[config.mk]
export PLATFORM = sky130hd
export DESIGN_NAME = asrc_host
export DESIGN_NICKNAME = d
export VERILOG_FILES = /design/src/design/asrc_pkg.sv /design/src/design/asrc_host.sv
export VERILOG_INCLUDE_DIRS = /design/src /design/src/design
export SDC_FILE = /design/constraint.sdc
export NUM_CORES = 1
export LEC_CHECK = 0
export ABC_AREA = 0
export ABC_CLOCK_PERIOD_IN_PS = 2350
export BUFFER_PORTS_ARGS = -buffer_cell sky130_fd_sc_hd__buf_4
export CAP_MARGIN = 20
export CORE_ASPECT_RATIO = 0.8
export CORE_MARGIN = 1
export CORE_UTILIZATION = 30
export CTS_CLUSTER_DIAMETER = 80
export CTS_CLUSTER_SIZE = 25
export DETAILED_ROUTE_END_ITERATION = 6
export SYNTH_ARGS = -nofsm -noshare
export SYNTH_HDL_FRONTEND = slang
export SYNTH_SLANG_ARGS = --single-unit
[constraint.sdc]
create_clock -name core_clk -period 2.35 [get_ports core_clk]
set_clock_uncertainty 0.1 [all_clocks]
set_input_delay 0.1175 -clock core_clk [delete_from_list [all_inputs] [get_ports core_clk]]
set_output_delay 0.1175 -clock core_clk [all_outputs]
set_load 0.03 [all_outputs]
[src/design/asrc_defines.svh]
// timing and geometry constants for the async sram host controller
`ifndef ASRC_DEFINES_SVH
`define ASRC_DEFINES_SVH
`define ASRC_ADDR_W 19
`define ASRC_DATA_W 8
`define ASRC_CLK_NS 100
// grade codes
`define ASRC_GRADE_FAST 2'h0
`define ASRC_GRADE_MID 2'h1
`define ASRC_GRADE_SLOW 2'h2
// least times in ns per grade; power-down recovery in ms
`define ASRC_TACC_FAST_NS 55
`define ASRC_TACC_MID_NS 70
`define ASRC_TACC_SLOW_NS 100
`define ASRC_TWSU_FAST_NS 50
`define ASRC_TWSU_MID_NS 60
`define ASRC_TWSU_SLOW_NS 80
`define ASRC_TDIS_SLOW_NS 35
`define ASRC_TREC_PD_MS 5
`define ASRC_NS_PER_MS 1000000
// cycle counts, least times rounded up, at least one cycle
`define ASRC_CYC(ns) ((((ns) + `ASRC_CLK_NS - 1) / `ASRC_CLK_NS) < 1 ? 1 : \
    (((ns) + `ASRC_CLK_NS - 1) / `ASRC_CLK_NS))
`define ASRC_CNT_W 16
// input synchroniser depth and write data hold, in clocks
`define ASRC_SYNC_CYC 2
`define ASRC_DHOLD_CYC 1
`endif

[src/design/asrc_pkg.sv]
// types for the async sram host controller
`default_nettype none
package asrc_pkg;
    typedef struct packed {
        logic [18:0] addr;
        logic [7:0] wdata;
        logic write;
    } asrc_req_t;
    typedef struct packed {
        logic [18:0] addr;
        logic sel_n;
        logic wr_n;
        logic oe_n;
    } asrc_pins_t;
    typedef enum logic [2:0] {
        ASRC_IDLE, ASRC_RD, ASRC_WR, ASRC_TURN, ASRC_SLEEP, ASRC_WAKE
    } asrc_state_t;
endpackage
`default_nettype wire

[src/design/asrc_host.sv]
// host controller driving a 512k x 8 asynchronous static ram
`default_nettype none
`include "asrc_defines.svh"
module asrc_host #(
    parameter int unsigned WAKE_CYC = (`ASRC_TREC_PD_MS * `ASRC_NS_PER_MS) / `ASRC_CLK_NS
) (
    input wire logic core_clk,
    input wire logic rst,
    input wire logic [1:0] grade,
    input wire logic req_valid,
    input wire asrc_pkg::asrc_req_t req,
    output logic req_ready,
    output logic rsp_valid,
    output logic [7:0] rsp_rdata,
    input wire logic sleep_req,
    output logic sleep_ack,
    output asrc_pkg::asrc_pins_t pins,
    input wire logic [7:0] dq_i,
    output logic [7:0] dq_o,
    output logic dq_oe_n
);
    localparam logic [`ASRC_CNT_W-1:0] ACC_F = `ASRC_CNT_W'(`ASRC_CYC(`ASRC_TACC_FAST_NS));
    localparam logic [`ASRC_CNT_W-1:0] ACC_M = `ASRC_CNT_W'(`ASRC_CYC(`ASRC_TACC_MID_NS));
    localparam logic [`ASRC_CNT_W-1:0] ACC_S = `ASRC_CNT_W'(`ASRC_CYC(`ASRC_TACC_SLOW_NS));
    localparam logic [`ASRC_CNT_W-1:0] WSU_F = `ASRC_CNT_W'(`ASRC_CYC(`ASRC_TWSU_FAST_NS));
    localparam logic [`ASRC_CNT_W-1:0] WSU_M = `ASRC_CNT_W'(`ASRC_CYC(`ASRC_TWSU_MID_NS));
    localparam logic [`ASRC_CNT_W-1:0] WSU_S = `ASRC_CNT_W'(`ASRC_CYC(`ASRC_TWSU_SLOW_NS));
    localparam logic [`ASRC_CNT_W-1:0] TURN_C = `ASRC_CNT_W'(`ASRC_CYC(`ASRC_TDIS_SLOW_NS));
    localparam logic [`ASRC_CNT_W-1:0] WAKE_C = `ASRC_CNT_W'(WAKE_CYC);

    // unknown grade codes fall back to the slowest timing, which is safe for all
    function automatic logic [`ASRC_CNT_W-1:0] pick(input logic [1:0] g, input logic [`ASRC_CNT_W-1:0] f,
        input logic [`ASRC_CNT_W-1:0] m, input logic [`ASRC_CNT_W-1:0] s);
        if (g == `ASRC_GRADE_FAST) begin
            return f;
        end else if (g == `ASRC_GRADE_MID) begin
            return m;
        end
        return s;
    endfunction

    // one clock off a phase budget
    function automatic logic [`ASRC_CNT_W-1:0] cnt_dec(input logic [`ASRC_CNT_W-1:0] c);
        return c - `ASRC_CNT_W'(1);
    endfunction

    asrc_pkg::asrc_state_t state_q;
    logic [`ASRC_CNT_W-1:0] cnt_q;
    logic [7:0] dq_s1_q;
    logic [7:0] dq_s2_q;
    logic [1:0] grade_q;
    logic cnt_done;
    logic take;
    logic go_sleep;
    logic acc_done;
    logic rd_done;

    // a power-down request wins over a pending access
    assign go_sleep = (state_q == asrc_pkg::ASRC_IDLE) && sleep_req;
    assign take = (state_q == asrc_pkg::ASRC_IDLE) && !sleep_req && req_valid && req_ready;
    assign cnt_done = (cnt_q <= `ASRC_CNT_W'(1));
    assign acc_done = ((state_q == asrc_pkg::ASRC_RD) || (state_q == asrc_pkg::ASRC_WR)) && cnt_done;
    assign rd_done = (state_q == asrc_pkg::ASRC_RD) && cnt_done;

    // read data passes two flops before use
    always_ff @(posedge core_clk) begin
        dq_s1_q <= dq_i;
        dq_s2_q <= dq_s1_q;
    end

    // grade latched only while idle so a phase never changes length midway
    always_ff @(posedge core_clk) begin
        if (rst) begin
            grade_q <= `ASRC_GRADE_SLOW;
        end else if (state_q == asrc_pkg::ASRC_IDLE) begin
            grade_q <= grade;
        end
    end

    // sequencer: each phase but idle and sleep lasts a counted number of clocks, set by the latched grade for read and write
    always_ff @(posedge core_clk) begin
        if (rst) begin
            state_q <= asrc_pkg::ASRC_IDLE;
            cnt_q <= '0;
        end else begin
            unique case (state_q)
                asrc_pkg::ASRC_IDLE: begin
                    if (go_sleep) begin
                        state_q <= asrc_pkg::ASRC_SLEEP;
                    end else if (take && req.write) begin
                        cnt_q <= pick(grade_q, WSU_F, WSU_M, WSU_S);
                        state_q <= asrc_pkg::ASRC_WR;
                    end else if (take) begin
                        // extra cycles cover the input synchroniser
                        cnt_q <= pick(grade_q, ACC_F, ACC_M, ACC_S) + `ASRC_CNT_W'(`ASRC_SYNC_CYC);
                        state_q <= asrc_pkg::ASRC_RD;
                    end
                end
                asrc_pkg::ASRC_RD: begin
                    if (cnt_done) begin
                        cnt_q <= TURN_C;
                        state_q <= asrc_pkg::ASRC_TURN;
                    end else begin
                        cnt_q <= cnt_dec(cnt_q);
                    end
                end
                asrc_pkg::ASRC_WR: begin
                    if (cnt_done) begin
                        cnt_q <= `ASRC_CNT_W'(`ASRC_DHOLD_CYC);
                        state_q <= asrc_pkg::ASRC_TURN;
                    end else begin
                        cnt_q <= cnt_dec(cnt_q);
                    end
                end
                asrc_pkg::ASRC_TURN: begin
                    if (cnt_done) begin
                        state_q <= asrc_pkg::ASRC_IDLE;
                    end else begin
                        cnt_q <= cnt_dec(cnt_q);
                    end
                end
                asrc_pkg::ASRC_SLEEP: begin
                    if (!sleep_req) begin
                        cnt_q <= WAKE_C;
                        state_q <= asrc_pkg::ASRC_WAKE;
                    end
                end
                asrc_pkg::ASRC_WAKE: begin
                    if (cnt_done) begin
                        state_q <= asrc_pkg::ASRC_IDLE;
                    end else begin
                        cnt_q <= cnt_dec(cnt_q);
                    end
                end
                default: begin
                    state_q <= asrc_pkg::ASRC_IDLE;
                end
            endcase
        end
    end

    // memory pins change only at phase boundaries
    always_ff @(posedge core_clk) begin
        if (rst) begin
            pins.addr <= '0;
            pins.sel_n <= 1'b1;
            pins.wr_n <= 1'b1;
            pins.oe_n <= 1'b1;
        end else if (go_sleep) begin
            pins.sel_n <= 1'b1;
        end else if (take) begin
            pins.addr <= req.addr;
            pins.sel_n <= 1'b0;
            // on a write the strobe falls with select so the memory never drives
            pins.wr_n <= !req.write;
            pins.oe_n <= req.write;
        end else if (acc_done) begin
            // strobe, gate and select rise together; address still held
            pins.wr_n <= 1'b1;
            pins.oe_n <= 1'b1;
            pins.sel_n <= 1'b1;
        end
    end

    // write data stays on the bus one clock past the strobe's rising edge
    always_ff @(posedge core_clk) begin
        if (rst) begin
            dq_o <= '0;
            dq_oe_n <= 1'b1;
        end else if (take) begin
            if (req.write) begin
                dq_o <= req.wdata;
            end
            // a read leaves the bus to the memory
            dq_oe_n <= !req.write;
        end else if (state_q == asrc_pkg::ASRC_TURN) begin
            dq_oe_n <= 1'b1;
        end
    end

    // one access at a time; refused while busy, asleep or waking
    always_ff @(posedge core_clk) begin
        if (rst) begin
            req_ready <= 1'b0;
        end else begin
            req_ready <= (state_q == asrc_pkg::ASRC_IDLE) && !sleep_req && !take;
        end
    end

    always_ff @(posedge core_clk) begin
        if (rst) begin
            rsp_valid <= 1'b0;
            rsp_rdata <= '0;
        end else begin
            rsp_valid <= rd_done;
            if (rd_done) begin
                rsp_rdata <= dq_s2_q;
            end
        end
    end

    always_ff @(posedge core_clk) begin
        if (rst) begin
            sleep_ack <= 1'b0;
        end else if (go_sleep) begin
            sleep_ack <= 1'b1;
        end else if ((state_q == asrc_pkg::ASRC_SLEEP) && !sleep_req) begin
            sleep_ack <= 1'b0;
        end
    end
endmodule
`default_nettype wire

==> results of run 1 <==
-- worst max-delay path, stage by stage, from the launching register on --
cell     delay (ns)
dfxtp_1        0.37
inv_1          0.08
ha_1           0.24
or3b_2         0.52
nor2_4         0.15
nand2_1        0.09
o311a_1        0.29
a211o_1        0.22
-- where the power goes --
part           leakage, uW  switching [uW]  internal [uW]
sequential        0.000630             245           1520
clock             0.000145             547            858
combinational      0.00116            1760           1410
total              0.00193            2550           3790
-- area by class of cell --
| class | count | area share (%) |
|---|---|---|
| inverters | 9 | 0.708 |
| well taps | 140 | 3.67 |
| clock inverters | 6 | 1.49 |
| flip-flops and latches | 77 | 32.3 |
| clock buffers | 10 | 5.01 |
| repair buffers | 145 | 25.0 |
| multi-input cells | 258 | 31.9 |
-- path summary, 6_finish.rpt --
path	startpoint	endpoint	slack, ns	cells past startpoint
max	cnt_q[0]	cnt_q[12]	0.19	7
min	req_valid	req_ready	0.02	3
max reg2reg	cnt_q[0]	cnt_q[12]	0.19	7
min reg2reg	dq_s1_q[1]	dq_s2_q[1]	0.23	0
-- cells in the final DEF (no fill, tap or decap), types with 3 or more instances in the layout --
| cell | count |
|---|---|
| buf_4 | 108 |
| a21o_1 | 4 |
| nor2b_1 | 4 |
| nand2_1 | 67 |
| clkbuf_16 | 9 |
| or4_1 | 3 |
| o211ai_1 | 3 |
| nand3_1 | 6 |
| a21oi_1 | 42 |
| o311ai_0 | 4 |
| nor3_1 | 16 |
| nor4_1 | 3 |
| or3_1 | 3 |
| nor2_1 | 22 |
| mux2i_1 | 8 |
| a211oi_1 | 7 |
| o21ai_0 | 14 |
| inv_1 | 8 |
| dlygate4sd3_1 | 36 |
| dfxtp_1 | 77 |
| o31ai_1 | 3 |
-- logic make-up after synthesis --
| group | count (synthesis) | share of synthesized area, % |
|---|---|---|
| AOI/OAI and AO/OA | 101 | 20.6 |
| xor gates and xnor gates | 2 | 0.558 |
| adders and majority gates | 2 | 0.797 |
| buffers and inverters | 27 | 3.51 |
| DFF | 77 | 49.1 |
| muxes | 8 | 2.55 |
| and+or+nand+nor | 145 | 22.9 |
-- metrics by stage --
step | cell area, um^2 | utilization (%) | total power [uW] | cells | hold WS, ns
floorplan | 3140 | - | 3670 | 362 | 0.0452
global placement | 4080 | 40.0 | 4760 | 593 | 0.122
detailed placement | 4080 | 40.0 | 4810 | 593 | 0.123
CTS | 4750 | 46.6 | 6290 | 645 | 0.0168
global route | 4770 | 46.8 | 6760 | 645 | 0.0550
finish | 4770 | 46.8 | 6340 | 645 | 0.0174
-- timing repair --
action	in CTS	in global routing
hold buffers	36	0
setup endpoints to repair	0	7
endpoints found under the hold margin	36	0
gates resized for setup	0	6
-- state kept, by name, summed over array words and instances, names as in the netlist --
name and flops:
pins 22, cnt_q 16, dq_o 8, dq_s1_q 8, dq_s2_q 8, rsp_rdata 8
state_q 3, dq_oe_n 1, req_ready 1, rsp_valid 1, sleep_ack 1
-- per-layer routing --
layer	track usage, %	wire length (um)	up-vias
met5	0	0	-
met4	3.85	70	0
met3	4.80	537	8
met1	21.9	4140	1438
met2	24.9	3720	88
li1	-	-	1574
==> reports/metrics.csv, run 1 <==
stage;metric;value;unit
die;core-area;0.0102;mm^2
sta;rsz0062_at_grt;no;
clock_tree;cts.sinks;77;
critical_path;worst-setup-path-type;flip-flop to flip-flop;
yosys;async_flop_share;0;%
power_and_ir_drop;ir_drop;0.000677;V
yosys;synth.top_cell.area_share;49.1;%
clock_tree;root_buffer;clkbuf_16;
layout;seqCellArea;0.00154;mm^2
detailed_routing;via_per_inst;4.82;
detailed_routing;via_count;3108;
sta;finalSetupViolCount;0;
power_and_ir_drop;power_density;1330;mW/mm^2
clock_tree;cts_tree;built;
sta;clock.fmax;0.463;GHz
yosys;syn_inst;362;
outcome;status;finished, final reports clean;
run;maxCapViolations;0;
clock_tree;clk_latency;0.33;ns
yosys;post_synth_main_area_contributors;dfxtp_1 (49%), nand2_1 (8.0%), a21oi_1 (6.7%);
yosys;syn_area;0.00314;mm^2
grt;grt_max_degree;47;
die;rows;33;
yosys;ys_seq_area_share;49.1;%
sta;setup_ws;0.191;ns
min_path;hold_path_class;primary input to flip-flop;
grt;grt_pass1_vias;2954;
clock_tree;numCtsBuffers;9;
placement;dp_hpwl;5870;um
die;die-area;0.0109;mm^2
die;die_height;93.5;um
grt;grt_pass1_wl;13800;um
sta;hold_viol_final;0;
placement;port_buffers;81;
detailed_routing;avgRoutedWirePerCell;13.1;um
clock_tree;postCtsSetupBuffers;0;
detailed_routing;drt-total-wl;8470;um
die;fp.dieW;116;um
yosys;synth_edf_count;0;
yosys;syn_avg_cell_area;8.67;um^2
grt;grt-ovfl-total;0;
yosys;yosys.area.top_type;dfxtp_1;
die;initial_core_util;30.8;%
clock_tree;htree_levels;3;
layout;n_fill_cell;965;
clock_tree;path_clk_slew;0.06;ns
layout;insertedDiodeCount;0;
sta;min_period_over_period;91.9;%
critical_path;cp.required;2.47;ns
yosys;synth-seq-cells;77;
yosys;yosysMostFrequentCell;dfxtp_1;
detailed_routing;drc_errors;0;
detailed_routing;dr.pass1.iters;4;
critical_path;cp.arrival;2.28;ns
sta;worst_pin_slew;0.528;ns
critical_path;end_kind;flip-flop;
yosys;yosysWarnings;0;
sta;setup_tns;0;ns
layout;syn2layout_area_growth;52.1;%
critical_path;critPathLaunchType;flip-flop;
layout;nNetsFinal;544;
yosys;ys.flop_type;dfxtp_1;
placement;place_ws;0.0207;ns
detailed_routing;ant_nets;0;
sta;max_slew_margin;64.8;%
sta;fin_crit;2.16;ns
clock_tree;clock_tree.buffer_depth;2;
yosys;syn-num-nets;406;
yosys;post_synth_num_cell_types;57;
power_and_ir_drop;p_leak;0.00193;uW
die;num_io_pins;84;
placement;place_congestion;0.813;
sta;drv_slew;0;
detailed_routing;drtIter0Drc;146;
grt;antenna_found_initial;0;
grt;grt_usage;16.1;%
layout;multiInputGateArea;0.00152;mm^2
yosys;yosys-top-cells-count;dfxtp_1 (77), nand2_1 (67), a21oi_1 (42);
layout;drive_gt1_share;28.3;%
critical_path;worst-path-max-fanout;7;
Power figures use the tool's default switching activity.
==> run 2: changes to the inputs <==
--- a/config.mk
+++ b/config.mk
@@ -13,5 +13,5 @@
 export CORE_ASPECT_RATIO = 0.8
 export CORE_MARGIN = 1
-export CORE_UTILIZATION = 30
+export CORE_UTILIZATION = 33
 export CTS_CLUSTER_DIAMETER = 80
 export CTS_CLUSTER_SIZE = 25
==> constraint.sdc (replaced) <==
create_clock -name core_clk -period 2.35 [get_ports core_clk]
set_clock_uncertainty 0.1 [all_clocks]
set_input_delay 0.3525 -clock core_clk [delete_from_list [all_inputs] [get_ports core_clk]]
set_output_delay 0.3525 -clock core_clk [all_outputs]
set_load 0.03 [all_outputs]
==> run 2 against run 1 <==
Against the previous run:
- the run now ends with design-rule violations left
- first-iteration DRC count increased by 23%
- register-to-register slack hardly changed
- critical path type unchanged
- flip-flop and latch count stayed put
- core utilization is 1.1 points higher
- via count is 3.6% lower
- largest cell class unchanged
- clock power decreased by 6%
- largest power group unchanged
- setup slack better by 0.0048 ns
- critical path depth shrank 1
==> reports/metrics.csv, run 2 (same netlist as run 1, synthesis figures left out) <==
stage;metric;value;unit
die;num_io_pins;84;
grt;grt_pass1_wl;13200;um
grt;use_met1;22.3;%
critical_path;cp.arrival;2.26;ns
critical_path;ff2ff_path_depth;6;
grt;antenna_found_initial;0;
layout;nNetsFinal;513;
sta;holdWs;0.0142;ns
clock_tree;cts_tree;built;
placement;dp_cells;570;
layout;top_register;pins;
run;maxCapViolations;0;
die;die-area;0.00991;mm^2
sta;worst_pin_slew;0.494;ns
sta;min_period_over_period;91.7;%
critical_path;end_kind;flip-flop;
grt;grt_use_met3;5.15;%
sta;max_slew_margin;66.7;%
critical_path;regToRegSetupSlack;0.20;ns
die;core-area;0.00915;mm^2
power_and_ir_drop;p_leak;0.00179;uW
grt;grt_max_degree;29;
layout;final_cells;589;
critical_path;cp.required;2.45;ns
critical_path;cp-endpoint;cnt_q[13];
clock_tree;path_clk_slew;0.06;ns
grt;grt_most_used_layer;met2;
detailed_routing;drtIter0Drc;180;
critical_path;worst-setup-path-type;flip-flop to flip-flop;
grt;grt_pass1_vias;2774;
placement;dp_hpwl;5840;um
detailed_routing;via_count;2997;
detailed_routing;ant_nets;0;
clock_tree;cts.sinks;77;
detailed_routing;avgRoutedWirePerCell;13.9;um
clock_tree;clock_tree.buffer_depth;2;
layout;syn2layout_area_growth;39.7;%
layout;multiInputGateArea;0.00150;mm^2
sta;rsz0062_at_grt;no;
layout;insertedDiodeCount;0;
layout;largest_register_ffs;22;
grt;grt_usage;16.8;%
sta;finalSetupViolCount;0;
sta;setup_tns;0;ns
layout;seqCellArea;0.00154;mm^2
layout;n_fill_cell;905;
layout;layout_common_cells;buf_4 (110), dfxtp_1 (77), nand2_1 (67);
min_path;min_path_cells;1;
sta;fin_crit;2.15;ns
clock_tree;root_buffer;clkbuf_16;
critical_path;r2r_end;cnt_q[13];
layout;post-route-util;47.9;%
critical_path;r2r_start;state_q[1];
die;rows;31;
outcome;status;complete, but fails checks;
sta;clock.fmax;0.464;GHz
critical_path;critPathLaunchType;flip-flop;
detailed_routing;via_per_inst;5.09;
layout;drive_gt1_share;30.2;%
placement;port_buffers;81;
layout;reg_top3;pins (22), cnt_q (16);
layout;final_common_cell;buf_4;
min_path;hold_path_class;primary input to flip-flop;
clock_tree;htree_levels;3;
clock_tree;numCtsBuffers;9;
outcome;violations;design-rule violations;
die;die_height;89.2;um
placement;place_congestion;0.840;
die;fp.dieW;111;um
grt;grt-ovfl-total;0;
clock_tree;clk_latency;0.34;ns
detailed_routing;drt-total-wl;8170;um
detailed_routing;dr.pass1.iters;6;
critical_path;crit_start;state_q[1];
power_and_ir_drop;power_density;1400;mW/mm^2
grt;met2_usage;25.9;%
critical_path;worst-path-max-fanout;12;
sta;drv_slew;0;
detailed_routing;drc_errors;7;
die;initial_core_util;34.3;%
sta;hold_viol_final;0;
power_and_ir_drop;ir_drop;0.000540;V
==> run 2: cell count changes in the layout (fill, tap and decap cells not counted), moves of 2 or more <==
cell | before | now
nor2_1 | 22 | 24
inv_6 | 1 | 4
buf_4 | 108 | 110
dlygate4sd3_1 | 36 | 3
==> run 2: power by group <==
group | total, uW | internal [uW] | switching [uW] | leakage (uW)
sequential | 1770 | 1520 | 252 | 0.000630
combinational | 3060 | 1350 | 1710 | 0.00102
clock | 1330 | 739 | 589 | 0.000139
total | 6160 | 3610 | 2550 | 0.00179
==> run 2: repair_timing <==
| item | 4_1_cts | 5_1_grt |
|---|---|---|
| setup buffers | 0 | 0 |
| resized for setup | 0 | 1 |
| hold endpoints to repair | 0 | 3 |
| hold buffers | 0 | 3 |
| setup endpoints to repair | 0 | 1 |
==> run 2: worst min-delay path by stage <==
stage	end	from	slack, ns
after floorplan	dq_s2_q[0]	dq_s1_q[0]	0.21
after global placement	dq_s2_q[5]	dq_s1_q[5]	0.21
after detailed placement	dq_s2_q[5]	dq_s1_q[5]	0.21
after CTS	dq_s1_q[4]	dq_i[4]	0.001
after global routing	dq_s1_q[1]	dq_i[1]	0.0006
final	dq_s1_q[2]	dq_i[2]	0.01
==> run 2: worst max-delay path: stages, from the launching register on <==
cell and delay [ns]:
dfxtp_1 0.57, buf_4 0.24, or2_2 0.16, a21o_1 0.11
nand2_1 0.20, o21ai_0 0.49, o21ai_0 0.14
==> run 2: final cells by class <==
| cell class | instances | area share [%] |
|---|---|---|
| flip-flops and latches | 77 | 35.2 |
| multi-input cells | 258 | 34.2 |
| repair buffers | 114 | 20.0 |
| clock buffers | 9 | 5.14 |
| well taps | 115 | 3.28 |
| clock inverters | 7 | 1.43 |
| inverters | 9 | 0.771 |
==> run 2: layer usage <==
layer	wire, um	part of all wire, %
met1	3900	48
met3	618	7.6
met5	0	0
met2	3550	43
met4	101	1.2
==> run 2: stage by stage <==
stage               instance area, um^2  setup WS, ns  power (uW)
floorplan                          3140         0.177        3670
global placement                   4060         0.245        4770
detailed placement                 4060         0.216        4810
CTS                                4350         0.210        6160
global route                       4380        0.0433        6600
finish                             4380         0.196        6160
